### config.mk
export PLATFORM = sky130hd
export DESIGN_NAME = hsm_regs
export DESIGN_NICKNAME = d
export VERILOG_FILES = /design/src/pkg/hsm_pkg.sv /design/src/pkg/hsm_meter_if.sv /design/src/hdl/hsm_regs.sv /design/src/hdl/hsm_meter.sv
export SDC_FILE = /design/constraint.sdc
export NUM_CORES = 1
export LEC_CHECK = 0
export ABC_AREA = 1
export BUFFER_PORTS_ARGS = -buffer_cell sky130_fd_sc_hd__clkbuf_2
export CAP_MARGIN = 30
export CORE_ASPECT_RATIO = 1.1
export CORE_MARGIN = 2
export CORE_UTILIZATION = 35
export CTS_CLUSTER_DIAMETER = 120
export DETAILED_ROUTE_END_ITERATION = 12
export PLACE_DENSITY_LB_ADDON = 0.3
export RECOVER_POWER = 50
export SYNTH_ARGS = -nofsm -noshare
export SYNTH_HDL_FRONTEND = slang
export SYNTH_HIERARCHICAL = 1
export SYNTH_SLANG_ARGS = --single-unit
### constraint.sdc
create_clock -name ref_clk -period 2.3 [get_ports ref_clk]
set_input_delay 0.115 -clock ref_clk [delete_from_list [all_inputs] [get_ports ref_clk]]
set_output_delay 0.115 -clock ref_clk [all_outputs]
set_load 0.02 [all_outputs]
### src/pkg/hsm_pkg.sv
// constants shared by the hot swap meter register bank
`default_nettype none
package hsm_pkg;
    // datapath widths
    localparam int ENERGY_W = 48;
    localparam int TICK_W = 32;
    localparam int SAMPLE_W = 16;
    localparam int ENERGY_BYTES = 6;
    localparam int TICK_BYTES = 4;
    localparam int SYNC_STAGES = 2;

    // byte addresses; the lowest address of a multi-byte register is its top byte
    localparam logic [7:0] ADDR_ENERGY = 8'h12;
    localparam logic [7:0] ADDR_ENERGY_LAST = 8'h17;
    localparam logic [7:0] ADDR_TICK = 8'h18;
    localparam logic [7:0] ADDR_TICK_LAST = 8'h1B;
    localparam logic [7:0] ADDR_ALERT_CTL = 8'h1C;
    localparam logic [7:0] ADDR_CONV_CTL = 8'h1D;
    localparam logic [7:0] ADDR_STAT_HI = 8'h1E;
    localparam logic [7:0] ADDR_STAT_LO = 8'h1F;

    // alert_pin_control fields
    localparam int ALC_GEN_BIT = 7;
    localparam int ALC_PD_BIT = 6;
    // converter_meter_control fields
    localparam int CC_REBOOT_BIT = 7;
    localparam int CC_MRST_BIT = 6;
    localparam int CC_MHALT_BIT = 5;
    localparam int CC_FLOG_BIT = 2;
    localparam int CC_GATE_BIT = 1;
    localparam int CC_HALT_BIT = 0;
    // live_condition_flags low byte fields
    localparam int ST_BUSY_BIT = 3;
    localparam int ST_IDLE_BIT = 2;
    localparam int ST_TWRAP_BIT = 1;
    localparam int ST_AWRAP_BIT = 0;

    // reset values
    localparam logic [ENERGY_W-1:0] ENERGY_RST = 48'h0;
    localparam logic [TICK_W-1:0] TICK_RST = 32'h0;
    localparam logic [7:0] BYTE_RST = 8'h00;

    // reboot off time
    localparam int CLK_HZ = 25000000;
    localparam int REBOOT_TIME_MS = 3200;
    localparam int unsigned REBOOT_CYC = REBOOT_TIME_MS * (CLK_HZ / 1000);
endpackage : hsm_pkg
`default_nettype wire

### src/pkg/hsm_meter_if.sv
// interface between the register bank and the energy/tick meter core
`timescale 1ns/1ps
`default_nettype none
interface hsm_meter_if;
    logic conv_done;
    logic [hsm_pkg::SAMPLE_W-1:0] sample;
    logic meter_rst;
    logic meter_hold;
    logic [hsm_pkg::ENERGY_BYTES-1:0] energy_we;
    logic [hsm_pkg::TICK_BYTES-1:0] tick_we;
    logic [7:0] wdata;
    logic [hsm_pkg::ENERGY_W-1:0] energy;
    logic [hsm_pkg::TICK_W-1:0] ticks;
    logic energy_wrap;
    logic tick_wrap;

    modport ctl (output conv_done, sample, meter_rst, meter_hold, energy_we, tick_we, wdata,
                 input energy, ticks, energy_wrap, tick_wrap);
    modport core (input conv_done, sample, meter_rst, meter_hold, energy_we, tick_we, wdata,
                  output energy, ticks, energy_wrap, tick_wrap);
endinterface : hsm_meter_if
`default_nettype wire

### src/hdl/hsm_regs.sv
// register bank of the hot swap monitor: meter, alert, converter control and status
//
// Behaviour
// - six-byte energy register, read/write, resets zero
// - four-byte counter of accumulated conversions
// - alert flag sticks until host writes zero or a reboot starts
// - host writing one simulates an alert
// - pull-down bit drives alert pin low
// - reboot bit: off, reload, restart after 3.2s
// - meter reset bit holds meter at zero
// - meter halt bit freezes meter values
// - fault rise with log enable stores logs
// - gate flag zero if either gate high
// - halted converter runs once per rewrite
// - idle bit one only when halted waiting
// - busy bit high throughout nonvolatile write
// - tick wrap flag after counter overflow
// - energy wrap flag after accumulator overflow
// - first status byte bit layout
// - second status byte pin level bits
// - status register is read-only and live
// - charge mode accumulates current instead of power
`timescale 1ns/1ps
`default_nettype none
module hsm_regs #(
    parameter int unsigned REBOOT_CYCLES = hsm_pkg::REBOOT_CYC
) (
    input wire logic ref_clk,
    input wire logic sys_rst,
    input wire logic [7:0] reg_addr,
    input wire logic [7:0] reg_wdata,
    input wire logic reg_wr,
    input wire logic reg_rd,
    output logic [7:0] reg_rdata,
    input wire logic alert_event,
    input wire logic alert_pin_in,
    output logic alert_pin_out,
    output logic alert_pin_oe,
    output logic alert_flag,
    input wire logic gate1_high_in,
    input wire logic gate2_high_in,
    input wire logic [2:0] gp_pin_in,
    input wire logic on_pin_in,
    input wire logic on_cmd,
    input wire logic switch_bad_cooldown_flag,
    input wire logic switch_short_flag,
    input wire logic power_good,
    input wire logic overcurrent_cooldown_flag,
    input wire logic input_low_flag,
    input wire logic input_high_flag,
    input wire logic conv_done,
    input wire logic [hsm_pkg::SAMPLE_W-1:0] power_sample,
    input wire logic [hsm_pkg::SAMPLE_W-1:0] current_sample,
    input wire logic coulomb_mode,
    output logic conv_run,
    input wire logic [7:0] fault_bits,
    input wire logic [7:0] fault_log,
    input wire logic [7:0] adc_alert_log,
    input wire logic nvm_busy,
    output logic nvm_wr_req,
    output logic [7:0] nvm_wr_fault,
    output logic [7:0] nvm_wr_alert,
    input wire logic auto_restart_cfg,
    output logic switch_off,
    output logic config_reload,
    output logic restart_req
);
    localparam int NPIN = 7;

    hsm_meter_if mif ();

    logic [NPIN-1:0] pin_s1_r;
    logic [NPIN-1:0] pin_s2_r;
    logic [NPIN-1:0] pin_raw;
    logic gate_level_flag;
    logic alert_gen_r;
    logic alert_pin_pulldown_r;
    logic meter_rst_r;
    logic meter_halt_r;
    logic flog_en_r;
    logic adc_halt_r;
    logic one_shot_r;
    logic rebooting_r;
    logic [31:0] reboot_cnt_r;
    logic config_reload_r;
    logic restart_req_r;
    logic [7:0] fault_q_r;
    logic flog_pend_r;
    logic nvm_wr_req_r;
    logic [7:0] nvm_wr_fault_r;
    logic [7:0] nvm_wr_alert_r;
    logic [7:0] rdata_r;
    logic [7:0] rd_nxt;
    logic wr_alert;
    logic wr_conv;
    logic reboot_start;
    logic reboot_end;
    logic fault_rise;
    logic nvm_busy_flag;
    logic adc_idle;
    logic [2:0] ebyte;
    logic [2:0] tbyte;
    logic [7:0] stat_hi;
    logic [7:0] stat_lo;

    ////////////////////////////////////////////////////////////////////////////////
    // pin comparators are asynchronous to ref_clk: two flops before any use
    // packed once so every stage indexes in range: gate1, gate2, on, alert, then pins 1 to 3
    assign pin_raw = {gp_pin_in, alert_pin_in, on_pin_in, gate2_high_in, gate1_high_in};
    for (genvar i = 0; i < NPIN; i++) begin : g_sync
        always_ff @(posedge ref_clk) begin
            if (sys_rst) begin
                pin_s1_r[i] <= 1'b0;
                pin_s2_r[i] <= 1'b0;
            end else begin
                pin_s1_r[i] <= pin_raw[i];
                pin_s2_r[i] <= pin_s1_r[i];
            end
        end
    end

    // a gate above 8 V on either driver reads as zero
    assign gate_level_flag = !(pin_s2_r[0] || pin_s2_r[1]);

    ////////////////////////////////////////////////////////////////////////////////
    // address decode
    assign wr_alert = reg_wr && reg_addr == hsm_pkg::ADDR_ALERT_CTL;
    assign wr_conv = reg_wr && reg_addr == hsm_pkg::ADDR_CONV_CTL;
    assign reboot_start = wr_conv && reg_wdata[hsm_pkg::CC_REBOOT_BIT] && !rebooting_r;
    assign reboot_end = rebooting_r && reboot_cnt_r == REBOOT_CYCLES - 1;
    assign ebyte = 3'(reg_addr - hsm_pkg::ADDR_ENERGY);
    assign tbyte = 3'(reg_addr - hsm_pkg::ADDR_TICK);

    // byte strobes into the meter core
    always_comb begin
        mif.energy_we = '0;
        mif.tick_we = '0;
        if (reg_wr && reg_addr >= hsm_pkg::ADDR_ENERGY && reg_addr <= hsm_pkg::ADDR_ENERGY_LAST) begin
            mif.energy_we = hsm_pkg::ENERGY_BYTES'(1) << ebyte;
        end else if (reg_wr && reg_addr >= hsm_pkg::ADDR_TICK && reg_addr <= hsm_pkg::ADDR_TICK_LAST) begin
            mif.tick_we = hsm_pkg::TICK_BYTES'(1) << tbyte;
        end
    end

    ////////////////////////////////////////////////////////////////////////////////
    // alert control: an internal alert in the same cycle as a host clear wins
    always_ff @(posedge ref_clk) begin
        if (sys_rst || reboot_start) begin
            alert_gen_r <= 1'b0;
            alert_pin_pulldown_r <= 1'b0;
        end else begin
            if (alert_event) begin
                alert_gen_r <= 1'b1;
            end else if (wr_alert) begin
                alert_gen_r <= reg_wdata[hsm_pkg::ALC_GEN_BIT];
            end
            if (wr_alert) begin
                alert_pin_pulldown_r <= reg_wdata[hsm_pkg::ALC_PD_BIT];
            end
        end
    end

    // open-drain: only ever drives low
    assign alert_pin_out = 1'b0;
    assign alert_pin_oe = alert_pin_pulldown_r;
    assign alert_flag = alert_gen_r;

    ////////////////////////////////////////////////////////////////////////////////
    // converter and meter control; reboot reloads the defaults
    always_ff @(posedge ref_clk) begin
        if (sys_rst || reboot_start) begin
            meter_rst_r <= 1'b0;
            meter_halt_r <= 1'b0;
            flog_en_r <= 1'b0;
            adc_halt_r <= 1'b0;
        end else if (wr_conv) begin
            meter_rst_r <= reg_wdata[hsm_pkg::CC_MRST_BIT];
            meter_halt_r <= reg_wdata[hsm_pkg::CC_MHALT_BIT];
            flog_en_r <= reg_wdata[hsm_pkg::CC_FLOG_BIT];
            adc_halt_r <= reg_wdata[hsm_pkg::CC_HALT_BIT];
        end
    end

    // single shot: a rewrite with halt still set arms one conversion; arming beats completion
    always_ff @(posedge ref_clk) begin
        if (sys_rst || reboot_start) begin
            one_shot_r <= 1'b0;
        end else if (wr_conv && reg_wdata[hsm_pkg::CC_HALT_BIT] && adc_halt_r) begin
            one_shot_r <= 1'b1;
        end else if (conv_done || (wr_conv && !reg_wdata[hsm_pkg::CC_HALT_BIT])) begin
            one_shot_r <= 1'b0;
        end
    end

    assign conv_run = !adc_halt_r || one_shot_r;
    assign adc_idle = adc_halt_r && !one_shot_r;

    // meter core sees the chosen sample; charge mode swaps power for current
    assign mif.conv_done = conv_done;
    assign mif.sample = coulomb_mode ? current_sample : power_sample;
    assign mif.meter_rst = meter_rst_r;
    assign mif.meter_hold = meter_halt_r;
    assign mif.wdata = reg_wdata;

    hsm_meter u_meter (
        .ref_clk(ref_clk),
        .sys_rst(sys_rst),
        .mif(mif.core)
    );

    ////////////////////////////////////////////////////////////////////////////////
    // reboot: switch held off for the full off time, then restart if configured
    always_ff @(posedge ref_clk) begin
        if (sys_rst) begin
            rebooting_r <= 1'b0;
            reboot_cnt_r <= 32'h0;
            config_reload_r <= 1'b0;
            restart_req_r <= 1'b0;
        end else begin
            config_reload_r <= reboot_start;
            restart_req_r <= reboot_end && auto_restart_cfg;
            if (reboot_start) begin
                rebooting_r <= 1'b1;
                reboot_cnt_r <= 32'h0;
            end else if (reboot_end) begin
                rebooting_r <= 1'b0;
            end else if (rebooting_r) begin
                reboot_cnt_r <= reboot_cnt_r + 32'h1;
            end
        end
    end

    assign switch_off = rebooting_r;
    assign config_reload = config_reload_r;
    assign restart_req = restart_req_r;

    ////////////////////////////////////////////////////////////////////////////////
    // fault logging: a new rise pends until the store is free; a rise beats the issue
    assign fault_rise = |(fault_bits & ~fault_q_r);

    always_ff @(posedge ref_clk) begin
        if (sys_rst) begin
            fault_q_r <= 8'h00;
            flog_pend_r <= 1'b0;
            nvm_wr_req_r <= 1'b0;
            nvm_wr_fault_r <= hsm_pkg::BYTE_RST;
            nvm_wr_alert_r <= hsm_pkg::BYTE_RST;
        end else begin
            fault_q_r <= fault_bits;
            nvm_wr_req_r <= flog_pend_r && !nvm_busy && !nvm_wr_req_r;
            if (flog_en_r && fault_rise) begin
                flog_pend_r <= 1'b1;
                nvm_wr_fault_r <= fault_log;
                nvm_wr_alert_r <= adc_alert_log;
            end else if (flog_pend_r && !nvm_busy && !nvm_wr_req_r) begin
                flog_pend_r <= 1'b0;
            end
        end
    end

    assign nvm_wr_req = nvm_wr_req_r;
    assign nvm_wr_fault = nvm_wr_fault_r;
    assign nvm_wr_alert = nvm_wr_alert_r;
    // busy covers the pending and issue cycles, so there is no gap before the store reacts
    assign nvm_busy_flag = flog_pend_r || nvm_wr_req_r || nvm_busy;

    ////////////////////////////////////////////////////////////////////////////////
    // live status bytes, nothing stored so writes cannot touch them
    assign stat_hi = {on_cmd, switch_bad_cooldown_flag, switch_short_flag, pin_s2_r[2],
                      power_good, overcurrent_cooldown_flag, input_low_flag, input_high_flag};
    assign stat_lo = {pin_s2_r[6], pin_s2_r[5], pin_s2_r[4], pin_s2_r[3], nvm_busy_flag, adc_idle,
                      mif.tick_wrap, mif.energy_wrap};

    // read mux; addresses outside this bank read zero
    always_comb begin
        rd_nxt = 8'h00;
        if (reg_addr >= hsm_pkg::ADDR_ENERGY && reg_addr <= hsm_pkg::ADDR_ENERGY_LAST) begin
            rd_nxt = mif.energy[(hsm_pkg::ENERGY_BYTES-1-int'(ebyte))*8 +: 8];
        end else if (reg_addr >= hsm_pkg::ADDR_TICK && reg_addr <= hsm_pkg::ADDR_TICK_LAST) begin
            rd_nxt = mif.ticks[(hsm_pkg::TICK_BYTES-1-int'(tbyte))*8 +: 8];
        end else if (reg_addr == hsm_pkg::ADDR_ALERT_CTL) begin
            rd_nxt = {alert_gen_r, alert_pin_pulldown_r, 6'h00};
        end else if (reg_addr == hsm_pkg::ADDR_CONV_CTL) begin
            rd_nxt = {rebooting_r, meter_rst_r, meter_halt_r, 2'h0, flog_en_r, gate_level_flag,
                      adc_halt_r};
        end else if (reg_addr == hsm_pkg::ADDR_STAT_HI) begin
            rd_nxt = stat_hi;
        end else if (reg_addr == hsm_pkg::ADDR_STAT_LO) begin
            rd_nxt = stat_lo;
        end
    end

    // read data is captured on the read strobe and held until the next one
    always_ff @(posedge ref_clk) begin
        if (sys_rst) begin
            rdata_r <= 8'h00;
        end else if (reg_rd) begin
            rdata_r <= rd_nxt;
        end
    end

    assign reg_rdata = rdata_r;
endmodule : hsm_regs
`default_nettype wire

### src/hdl/hsm_meter.sv
// energy accumulator and conversion tick counter
`timescale 1ns/1ps
`default_nettype none
module hsm_meter (
    input wire logic ref_clk,
    input wire logic sys_rst,
    hsm_meter_if.core mif
);
    logic [hsm_pkg::ENERGY_W-1:0] energy_r;
    logic [hsm_pkg::TICK_W-1:0] ticks_r;
    logic [hsm_pkg::ENERGY_W-1:0] energy_wr_val;
    logic [hsm_pkg::TICK_W-1:0] ticks_wr_val;
    logic [hsm_pkg::ENERGY_W:0] energy_sum;
    logic [hsm_pkg::TICK_W:0] ticks_sum;
    logic energy_wrap_r;
    logic tick_wrap_r;
    logic step;

    ////////////////////////////////////////////////////////////////////////////////
    // host byte writes merged into the live value, byte 0 being the top byte
    for (genvar i = 0; i < hsm_pkg::ENERGY_BYTES; i++) begin : g_ebyte
        assign energy_wr_val[(hsm_pkg::ENERGY_BYTES-1-i)*8 +: 8] =
            mif.energy_we[i] ? mif.wdata : energy_r[(hsm_pkg::ENERGY_BYTES-1-i)*8 +: 8];
    end
    for (genvar i = 0; i < hsm_pkg::TICK_BYTES; i++) begin : g_tbyte
        assign ticks_wr_val[(hsm_pkg::TICK_BYTES-1-i)*8 +: 8] =
            mif.tick_we[i] ? mif.wdata : ticks_r[(hsm_pkg::TICK_BYTES-1-i)*8 +: 8];
    end

    // one accumulation step per finished conversion unless frozen
    assign step = mif.conv_done && !mif.meter_hold;
    assign energy_sum = {1'b0, energy_r} + {{(hsm_pkg::ENERGY_W+1-hsm_pkg::SAMPLE_W){1'b0}}, mif.sample};
    assign ticks_sum = {1'b0, ticks_r} + {{hsm_pkg::TICK_W{1'b0}}, 1'b1};

    // energy accumulator: reset dominates, a host write beats a sample in the same cycle
    always_ff @(posedge ref_clk) begin
        if (sys_rst || mif.meter_rst) begin
            energy_r <= hsm_pkg::ENERGY_RST;
        end else if (|mif.energy_we) begin
            energy_r <= energy_wr_val;
        end else if (step) begin
            energy_r <= energy_sum[hsm_pkg::ENERGY_W-1:0];
        end
    end

    // tick counter follows the same priorities as the accumulator
    always_ff @(posedge ref_clk) begin
        if (sys_rst || mif.meter_rst) begin
            ticks_r <= hsm_pkg::TICK_RST;
        end else if (|mif.tick_we) begin
            ticks_r <= ticks_wr_val;
        end else if (step) begin
            ticks_r <= ticks_sum[hsm_pkg::TICK_W-1:0];
        end
    end

    // sticky wrap flags, cleared only with the meter itself
    always_ff @(posedge ref_clk) begin
        if (sys_rst || mif.meter_rst) begin
            energy_wrap_r <= 1'b0;
            tick_wrap_r <= 1'b0;
        end else begin
            if (step && !(|mif.energy_we) && energy_sum[hsm_pkg::ENERGY_W]) begin
                energy_wrap_r <= 1'b1;
            end
            if (step && !(|mif.tick_we) && ticks_sum[hsm_pkg::TICK_W]) begin
                tick_wrap_r <= 1'b1;
            end
        end
    end

    assign mif.energy = energy_r;
    assign mif.ticks = ticks_r;
    assign mif.energy_wrap = energy_wrap_r;
    assign mif.tick_wrap = tick_wrap_r;
endmodule : hsm_meter
`default_nettype wire

==> results of run 1 <==
cells in the final DEF (no fill, tap or decap), types with 39 or more instances in the layout:
cell type | netlist | routed
a31oi_1 | 40 | 40
buf_4 | 7 | 91
nor2_1 | 271 | 267
dlygate4sd3_1 | 0 | 40
nand3_1 | 178 | 179
o21ai_0 | 126 | 126
nand2_1 | 686 | 684
a21oi_1 | 99 | 98
clkbuf_1 | 21 | 39
dfxtp_1 | 172 | 172
inv_1 | 249 | 249
clkbuf_2 | 1 | 95
registers in the layout (all words and copies together) (netlist names):
register                 count
u_meter/mif.energy_wrap      1
flog_pend_r                  1
config_reload                1
nvm_wr_alert                 8
u_meter/mif.tick_wrap        1
meter_rst_r                  1
nvm_wr_fault                 8
u_meter/mif.energy          48
pin_s1_r                     7
u_meter/mif.ticks           32
switch_off                   1
restart_req                  1
reboot_cnt_r                32
fault_q_r                    8
flog_en_r                    1
nvm_wr_req                   1
reg_rdata                    8
alert_pin_oe                 1
pin_s2_r                     7
adc_halt_r                   1
meter_halt_r                 1
alert_flag                   1
one_shot_r                   1
per-stage QoR:
step	instances	hold slack, ns	area [um^2]	power, uW
3_3_place_gp	2796	0.3114	14430	4802
5_1_grt	2868	0.04403	15310	8093
3_5_place_dp	2796	0.3108	14430	4819
4_1_cts	2868	0.02079	15390	7773
2_1_floorplan	2141	0.1929	12680	4188
6_report	2868	0.01779	15310	7727
cell families (layout without fill, tap and decap cells):
family                   after synthesis  after routing
XOR/XNOR                              28             28
AO/OA/AOI/OAI                        306            306
other                                  1              1
AND/OR/NAND/NOR                     1277           1277
multiplexers                          16             16
flip-flops                           172            172
buffers and inverters                320            560
adder cells (fa/ha/maj)               21             21
final cells by class:
class | count | area share (%)
clock inverter | 12 | 0.7765
timing repair buffer | 270 | 12.01
sequential | 172 | 22.49
tap | 487 | 3.981
inverter | 258 | 6.392
multi-input combinational | 1649 | 51.43
clock buffer | 20 | 2.918
critical path, cell delays in order (launching register included):
cell     delay (ns)
dfxtp_1        0.34
ha_1           0.22
fa_1           0.39
nand3_1        0.09
nand3_1        0.13
nand2_1        0.10
nand2_1        0.11
nand2_1        0.09
nand2_2        0.11
or2_2          0.30
nand3_1        0.08
a21oi_1        0.06
routing by layer:
metal	up-vias	global-route usage, %	share of wire [%]
met4	2	11.22	4.1
met1	6703	32.88	44
met2	536	40.49	45
li1	7307	-	-
met3	108	3.893	6.9
met5	-	0	0.036
worst paths after layout:
| path | start | to | slack [ns] | cells past startpoint |
|---|---|---|---|---|
| worst max register to register | u_meter/mif.energy[0]$_SDFFE_PP0P_ | u_meter/mif.energy[14]$_SDFFE_PP0P_ | 0.18 | 11 |
| worst min-delay path | conv_done | one_shot_r$_SDFFE_PP0P_ | 0.02 | 4 |
| worst min register to register | pin_s1_r[1]$_SDFF_PP0_ | pin_s2_r[1]$_SDFF_PP0_ | 0.41 | 2 |
| worst max-delay path | u_meter/mif.energy[0]$_SDFFE_PP0P_ | u_meter/mif.energy[14]$_SDFFE_PP0P_ | 0.18 | 11 |
power by group through the flow:
stage	combinational (uW)	clock [uW]	sequential, uW
after floorplan	908	0	3280
after global placement	1450	0	3350
after detailed placement	1470	0	3350
after CTS	1530	2960	3280
after global routing	1720	3070	3300
final	1540	2900	3290
repair_timing:
action	CTS	global route
gates resized for setup	0	8
setup endpoints to repair	0	16
hold buffers	40	0
endpoints found under the hold margin	42	0
==> results_dict.tcl, run 1 <==
set metrics [dict create \
    overflow 0 \
    drcViolationCount 0 \
    syn2layout_area_growth_pct 20.71 \
    post-dp-hpwl_mm 36.49 \
    pwr-share-comb_pct 20.0 \
    clock-sinks 172 \
    first_iter_violations 1313 \
    seq_area_frac_synth_pct 27.15 \
    fin_crit_sh_pct 92.14 \
    synth.net_count 2257 \
    vdd_ir_drop_max_uv 565.4 \
    synth_simple_gate_area_share_pct 43.25 \
    die_h_um 203.6 \
    tns_ns 0 \
    rsz0062_at_grt "no" \
    ys_top_cells_by_area "dfxtp_1, nand2_1, nor2_1, inv_1, nand3_1" \
    die_w_um 185.5 \
    syn-cell-area_mm2 0.01268 \
    avgSynthCellArea_um2 5.923 \
    synthXorXnorAreaFrac_pct 1.934 \
    setup_slack_ns 0.1809 \
    yosys.area.top_type "dfxtp_1" \
    drtAntennaViolNets 0 \
    port_buffers 125 \
    drt_first_pass_iters 8 \
    final_util_pct 42.64 \
    ys_ff_latch 172 \
    fill_cells 3829 \
    viasPerCell 5.110 \
    die_area_mm2 0.03777 \
    crit_path_max_fanout 4 \
    required_ns 2.64 \
    finalNetCount 2484 \
    power.density_mw_per_mm2 504.8 \
    synthTopCellsByCount "nand2_1, nor2_1, inv_1, nand3_1, dfxtp_1" \
    synthAdderAreaFrac_pct 2.131 \
    drv_slew 0 \
    outcome "finished clean" \
    period_minus_slack_ns 2.119 \
    drv_cap 0 \
    yosysWarnings 6 \
    synth_cell_types 55 \
    antenna_cells 0 \
    switchingPower_uw 2527 \
    switching_share_pct 32.70 \
    p_clk_share_pct 37.5 \
    antenna_found_initial 1 \
    clk_path_buf_depth 2 \
    p_leak_uw 0.006835 \
    multi_input_area_mm2 0.007873 \
    synthArstFlopShare_pct 0 \
    synth_compound_area_share_pct 13.35 \
    grt_pass1_wl_mm 73.70 \
    h-tree-depth 4 \
    drive_above_1_share_pct 14.41 \
    syn_inst 2141 \
    clk_latency_ns 0.46 \
    totalWireLength_mm 47.09 \
    wl_per_cell_um 16.42 \
    synth-edff-count 0 \
    synth_flop_cell "dfxtp_1" \
    hold_class "in -> reg" \
    p_int_uw 5200 \
    fin_worst_skew_ns 0.01528 \
    finalHoldViolations 0 \
    root_buffer "clkbuf_16" \
    rows 73 \
    grt_pass1_vias 13540 \
    start_kind "flop" \
    worst_pin_slew_ns 1.133 \
    netlist.area_leader.share_pct 27.15 \
    ios 127 \
    vias 14660 \
    grt_max_degree 42 \
    seqCellArea_mm2 0.003443 \
    cts_setup_buffers 0 \
    synth.most_common_cell "nand2_1" \
    fmax_ghz 0.4719 \
    initial_core_util_pct 35.33 \
    gp_congestion 0.9641 \
    p_seq_share_pct 42.5 \
    pre_cts_ws_ns -0.2322 \
    crit_path_end_kind "flop" \
    clkTransAtPathRegs_ns 0.08 \
    synth_top_family_by_area "simple AND/OR/NAND/NOR gates" \
    grt_use_total_pct 25.09 \
    cts_tree "yes" \
    finalSetupViolations 0 \
    slew_headroom_pct 24.44 \
    cts_buffers 17 \
    synth_mux_area_share_pct 1.421 \
    cp.arrival_ns 2.46 \
    core-area_mm2 0.03590 \
    path_class "reg -> reg" \
]
Power figures use the tool's default switching activity.
==> inputs of run 2 (changes only) <==
--- a/config.mk
+++ b/config.mk
@@ -15,6 +15,7 @@
 export DETAILED_ROUTE_END_ITERATION = 12
 export PLACE_DENSITY_LB_ADDON = 0.3
 export RECOVER_POWER = 50
+export REMOVE_ABC_BUFFERS = 1
 export SYNTH_ARGS = -nofsm -noshare
 export SYNTH_HDL_FRONTEND = slang
 export SYNTH_HIERARCHICAL = 1
==> run 2 against run 1 <==
The run now ends with capacitance limit, slew limit left. Global-route usage increased by 0.28 points. Wire length up 0.37%. Worst setup slack worse by 0.036 ns. Critical endpoint unchanged. Largest cell class unchanged. Largest power group unchanged.
==> results_dict.tcl, run 2 (synthesized netlist as in run 1, its figures left out) <==
set metrics [dict create \
    fin_crit_sh_pct 93.71 \
    initial_core_util_pct 35.33 \
    required_ns 2.66 \
    post-dp-hpwl_mm 36.76 \
    largest_reg_flops 48 \
    ios 127 \
    cts_buffers 17 \
    wl_per_cell_um 16.37 \
    rows 73 \
    instances_no_fill 2887 \
    antenna_found_initial 0 \
    cts_tree "yes" \
    critPathTopFamily "simple AND/OR/NAND/NOR gates" \
    mostFrequentLayoutCell "nand2_1" \
    cpPeakStageDelay_ns 0.40 \
    start_kind "flop" \
    totalWireLength_mm 47.26 \
    dpl.cell_count 2817 \
    reg2reg_setup_slack_ns 0.14 \
    drive_above_1_share_pct 15.08 \
    drtAntennaViolNets 0 \
    worst_path_most_repeated_cell "nand2_1" \
    worst_hold_slack_ns 0.03515 \
    h-tree-depth 4 \
    core-area_mm2 0.03590 \
    rsz0062_at_grt "no" \
    power_uw 8009 \
    pre_cts_ws_ns -0.3537 \
    die_w_um 185.5 \
    r2r-start "u_meter/mif.energy[0]$_SDFFE_PP0P_" \
    cp.arrival_ns 2.51 \
    clk_latency_ns 0.46 \
    tns_ns 0 \
    violations "capacitance limit, slew limit" \
    antenna_cells 0 \
    finalHoldViolations 0 \
    vias 14550 \
    power.density_mw_per_mm2 516.7 \
    root_buffer "clkbuf_16" \
    grt_use_total_pct 25.36 \
    cts_setup_buffers 0 \
    setup_slack_ns 0.1448 \
    port_buffers 125 \
    path_class "reg -> reg" \
    grt_pass1_vias 13520 \
    slowest_stage "fa_1" \
    gp_congestion 0.9449 \
    clk_path_buf_depth 2 \
    drv_cap 1 \
    overflow 0 \
    drt_first_pass_iters 8 \
    grt_util_met3_pct 3.786 \
    syn2layout_area_growth_pct 22.22 \
    die_h_um 203.6 \
    worst_pin_slew_ns 1.999 \
    final_cell_mix "nand2_1, nor2_1, inv_1" \
    cp_cell_sequence "ha_1 > fa_1 > nand3_1 > nand3_1 > nand2_1 > nand2_1 > nand2_1 > nand2_1 > or2_2 > nand3_1 > a21oi_1" \
    drcViolationCount 0 \
    vdd_ir_drop_max_uv 575.0 \
    outcome "complete, but fails checks" \
    fmax_ghz 0.4640 \
    fin_worst_skew_ns 0.01233 \
    finalSetupViolations 0 \
    die_area_mm2 0.03777 \
    p_leak_uw 0.006951 \
    met2_usage_pct 40.88 \
    drv_slew 43 \
    grt_max_degree 57 \
    clock-sinks 172 \
    crit_path_end_kind "flop" \
    hold_class "in -> reg" \
    grt_pass1_wl_mm 73.99 \
    hp-start "reg_wdata[7]" \
    viasPerCell 5.040 \
    crit_path_max_fanout 4 \
    path_buf_inv 0 \
    fill_cells 3905 \
    busiest_layer "met2" \
    finalNetCount 2503 \
    clkTransAtPathRegs_ns 0.08 \
    period_minus_slack_ns 2.155 \
    met1_usage_pct 34.05 \
    first_iter_violations 1260 \
    slew_headroom_pct -33.25 \
    startpoint "u_meter/mif.energy[0]$_SDFFE_PP0P_" \
]
run 2: changes by cell type in the layout (fill, tap and decap cells not counted), sizes merged:
cell and change:
buf +16, bufinv +2, clkbuf +2, clkinv +6
dlygate4sd3 -2, inv -5
run 2: path summary, 6_finish.rpt:
| kind | endpoint | depth (start not counted) |
|---|---|---|
| min | alert_flag$_SDFFE_PP0P_ | 3 |
| max reg2reg | u_meter/mif.energy[14]$_SDFFE_PP0P_ | 11 |
| max | u_meter/mif.energy[14]$_SDFFE_PP0P_ | 11 |
| min reg2reg | pin_s2_r[3]$_SDFF_PP0_ | 2 |
run 2: metrics by stage:
step | instance area (um^2) | util [%]
after floorplan | 12300 | -
after global placement | 14620 | 40.74
after detailed placement | 14620 | 40.74
after CTS | 15640 | 43.56
after global routing | 15500 | 43.18
final | 15500 | 43.18
run 2: routing by layer:
metal  up-vias  part of all wire, %
met4         0                  3.5
met3        85                  6.4
met1      6632                   45
met5         -                    0
met2       478                   45
li1       7356                    -
run 2: layout make-up:
cell class	count	area (um^2)	area share, %
repair buffers	289	1962	12.66
multi-input cells	1649	7875	50.81
clock inverters	15	206.4	1.332
well taps	487	609.3	3.932
flip-flops and latches	172	3443	22.22
inverters	258	977.2	6.305
clock buffers	17	425.4	2.745
run 2: what timing repair did:
item,4_1_cts,5_1_grt
hold buffers,38,0
gates resized for setup,0,8
endpoints found under the setup margin,0,13
hold endpoints to repair,40,0
run 2: where the power goes:
part           switching [uW]  leakage, uW  total, uW  internal [uW]
logic                     924      0.00524       1570            651
clock network            1490     0.000306       3160           1660
registers                 173      0.00141       3280           3100
total                    2590      0.00695       8010           5420
run 2: worst min-delay path: stages:
cell and delay, ns:
clkbuf_2 0.17, nand2_1 0.10, a21oi_1 0.06
==> inputs of run 3 (changes only) <==
--- a/config.mk
+++ b/config.mk
@@ -8,12 +8,14 @@
 export ABC_AREA = 1
 export BUFFER_PORTS_ARGS = -buffer_cell sky130_fd_sc_hd__clkbuf_2
 export CAP_MARGIN = 30
+export CELL_PAD_IN_SITES_DETAIL_PLACEMENT = 0
+export CELL_PAD_IN_SITES_GLOBAL_PLACEMENT = 1
 export CORE_ASPECT_RATIO = 1.1
 export CORE_MARGIN = 2
 export CORE_UTILIZATION = 35
 export CTS_CLUSTER_DIAMETER = 120
 export DETAILED_ROUTE_END_ITERATION = 12
-export PLACE_DENSITY_LB_ADDON = 0.3
+export PLACE_DENSITY = 0.77
 export RECOVER_POWER = 50
 export REMOVE_ABC_BUFFERS = 1
 export SYNTH_ARGS = -nofsm -noshare
==> constraint.sdc (replaced) <==
create_clock -name ref_clk -period 1.8 [get_ports ref_clk]
set_input_delay 0.09 -clock ref_clk [delete_from_list [all_inputs] [get_ports ref_clk]]
set_output_delay 0.09 -clock ref_clk [all_outputs]
set_load 0.02 [all_outputs]
==> run 3 against run 2 <==
Highest routed layer is now met5. The run ends with setup timing left. Die area did not move. Via count rose by 4.6%. Largest power group unchanged. Cell count rose by 4.1%. Combinational power rose by 83%.
==> results_dict.tcl, run 3 (synthesized netlist as in run 1, its figures left out) <==
set metrics [dict create \
    power_uw 10870 \
    wl_per_cell_um 16.80 \
    root_buffer "clkbuf_16" \
    vias 15220 \
    hold_class "in -> reg" \
    clk_path_buf_depth 2 \
    clk_latency_ns 0.47 \
    drtAntennaViolNets 0 \
    path_class "reg -> reg" \
    die_w_um 185.5 \
    finalSetupViolations 21 \
    worst_pin_slew_ns 0.7591 \
    setup_slack_ns -0.1203 \
    hp-start "conv_done" \
    syn2layout_area_growth_pct 41.44 \
    crit_path_end_kind "flop" \
    r2r_end "u_meter/mif.energy[14]$_SDFFE_PP0P_" \
    outcome "complete, but fails checks" \
    rsz0062_at_grt "yes" \
    start_kind "flop" \
    r2r-start "u_meter/mif.energy[0]$_SDFFE_PP0P_" \
    initial_core_util_pct 35.33 \
    first_iter_violations 1131 \
    final_cell_mix "nand2_1, nor2_1, inv_1" \
    grt_pass1_vias 13910 \
    rows 73 \
    core-area_mm2 0.03590 \
    drv_cap 0 \
    grt_pass1_wl_mm 74.99 \
    power.density_mw_per_mm2 606.1 \
    violations "setup timing" \
    vdd_ir_drop_max_uv 727.4 \
    slew_headroom_pct 49.39 \
    r2r_cells 11 \
    worst_hold_slack_ns 0.01809 \
    drive_above_1_share_pct 29.98 \
    fin_crit_sh_pct 106.7 \
    gp_congestion 0.9801 \
    die_h_um 203.6 \
    mostFrequentLayoutCell "nand2_1" \
    largest_reg_flops 48 \
    drv_slew 0 \
    whs_endpoint "one_shot_r$_SDFFE_PP0P_" \
    viasPerCell 5.063 \
    worstHoldPathCells 4 \
    p_leak_uw 0.007950 \
    drt_first_pass_iters 6 \
    post-dp-hpwl_mm 37.58 \
    clock-sinks 172 \
    cts_tree "yes" \
    fin_worst_skew_ns 0.01140 \
    grt_max_degree 41 \
    drcViolationCount 0 \
    required_ns 2.16 \
    reg2reg_setup_slack_ns -0.12 \
    grt_use_total_pct 25.72 \
    port_buffers 125 \
    clkTransAtPathRegs_ns 0.08 \
    period_minus_slack_ns 1.920 \
    cp.arrival_ns 2.28 \
    totalWireLength_mm 50.47 \
    finalNetCount 2621 \
    antenna_cells 0 \
    cts_buffers 17 \
    antenna_found_initial 1 \
    overflow 0 \
    finalHoldViolations 0 \
    h-tree-depth 4 \
    crit_path_max_fanout 4 \
    ios 127 \
    fmax_ghz 0.5207 \
    die_area_mm2 0.03777 \
]
==> run 3: worst max-delay path, cell delays in order (launching register included) <==
cell and delay, ns:
dfxtp_2 0.34, ha_4 0.16, fa_2 0.41, nand3_2 0.09, nand3_4 0.09, nand2_2 0.09
nand2_4 0.06, nand2_2 0.08, nand2_4 0.06, or2_2 0.29, nand3_2 0.07, a21oi_1 0.06
==> run 3: area by class of cell <==
cell class,instances,area [um^2]
multi-input cells,1650,9170
inverters,258,1001
repair inverters,1,5.005
clock buffers,18,429.2
well taps,487,609.3
repair buffers,405,3067
clock inverters,14,165.2
fillers,3668,17960
flip-flops and latches,172,3490
==> run 3: worst max path at each step <==
| stage | startpoint | end | slack (ns) | cells after the start |
|---|---|---|---|---|
| finish | u_meter/mif.energy[0]$_SDFFE_PP0P_ | u_meter/mif.energy[14]$_SDFFE_PP0P_ | -0.12 | 11 |
| global route | u_meter/mif.energy[0]$_SDFFE_PP0P_ | u_meter/mif.energy[40]$_SDFFE_PP0P_ | -0.20 | 13 |
| detailed placement | coulomb_mode | u_meter/mif.energy[34]$_SDFFE_PP0P_ | -0.75 | 15 |
| floorplan | meter_rst_r$_SDFFE_PP0N_ | u_meter/mif.ticks[2]$_SDFFE_PP0P_ | -1.20 | 3 |
| global placement | coulomb_mode | u_meter/mif.energy[34]$_SDFFE_PP0P_ | -0.72 | 15 |
| CTS | u_meter/mif.energy[0]$_SDFFE_PP0P_ | u_meter/mif.energy[34]$_SDFFE_PP0P_ | -0.09 | 11 |
==> run 3: what timing repair did <==
item,4_1_cts,5_1_grt
buffers inserted,3,16
setup endpoints to repair,49,103
pin swaps,12,86
hold endpoints to repair,46,0
gates cloned,0,4
gates resized for setup,87,322
hold buffers,41,0
==> run 3: metrics by stage <==
stage	std cells	util, %	setup TNS [ns]	instance area [um^2]	setup WS [ns]
after floorplan	2079	-	-57.30	12300	-1.201
after global placement	2912	42.69	-34.27	15320	-0.7237
after detailed placement	2912	42.69	-36.83	15320	-0.7471
after CTS	2988	46.59	-0.4604	16720	-0.09049
after global routing	3005	49.97	-4.945	17940	-0.2039
final	3005	49.97	-1.324	17940	-0.1203
==> run 3: metal layers <==
metal  vias up  global-route usage [%]  part of all wire [%]
li1       7591                       -                     -
met1      7087                   33.57                    44
met2       444                   42.23                    47
met3        91                   3.589                   5.4
met4         2                   11.00                   3.6
met5         -                       0                 0.026
==> run 3: power by group <==
group | internal (uW) | total (uW) | switching [uW]
registers | 3980 | 4160 | 179
logic | 1270 | 2870 | 1600
clock network | 1870 | 3840 | 1970
total | 7120 | 10900 | 3750
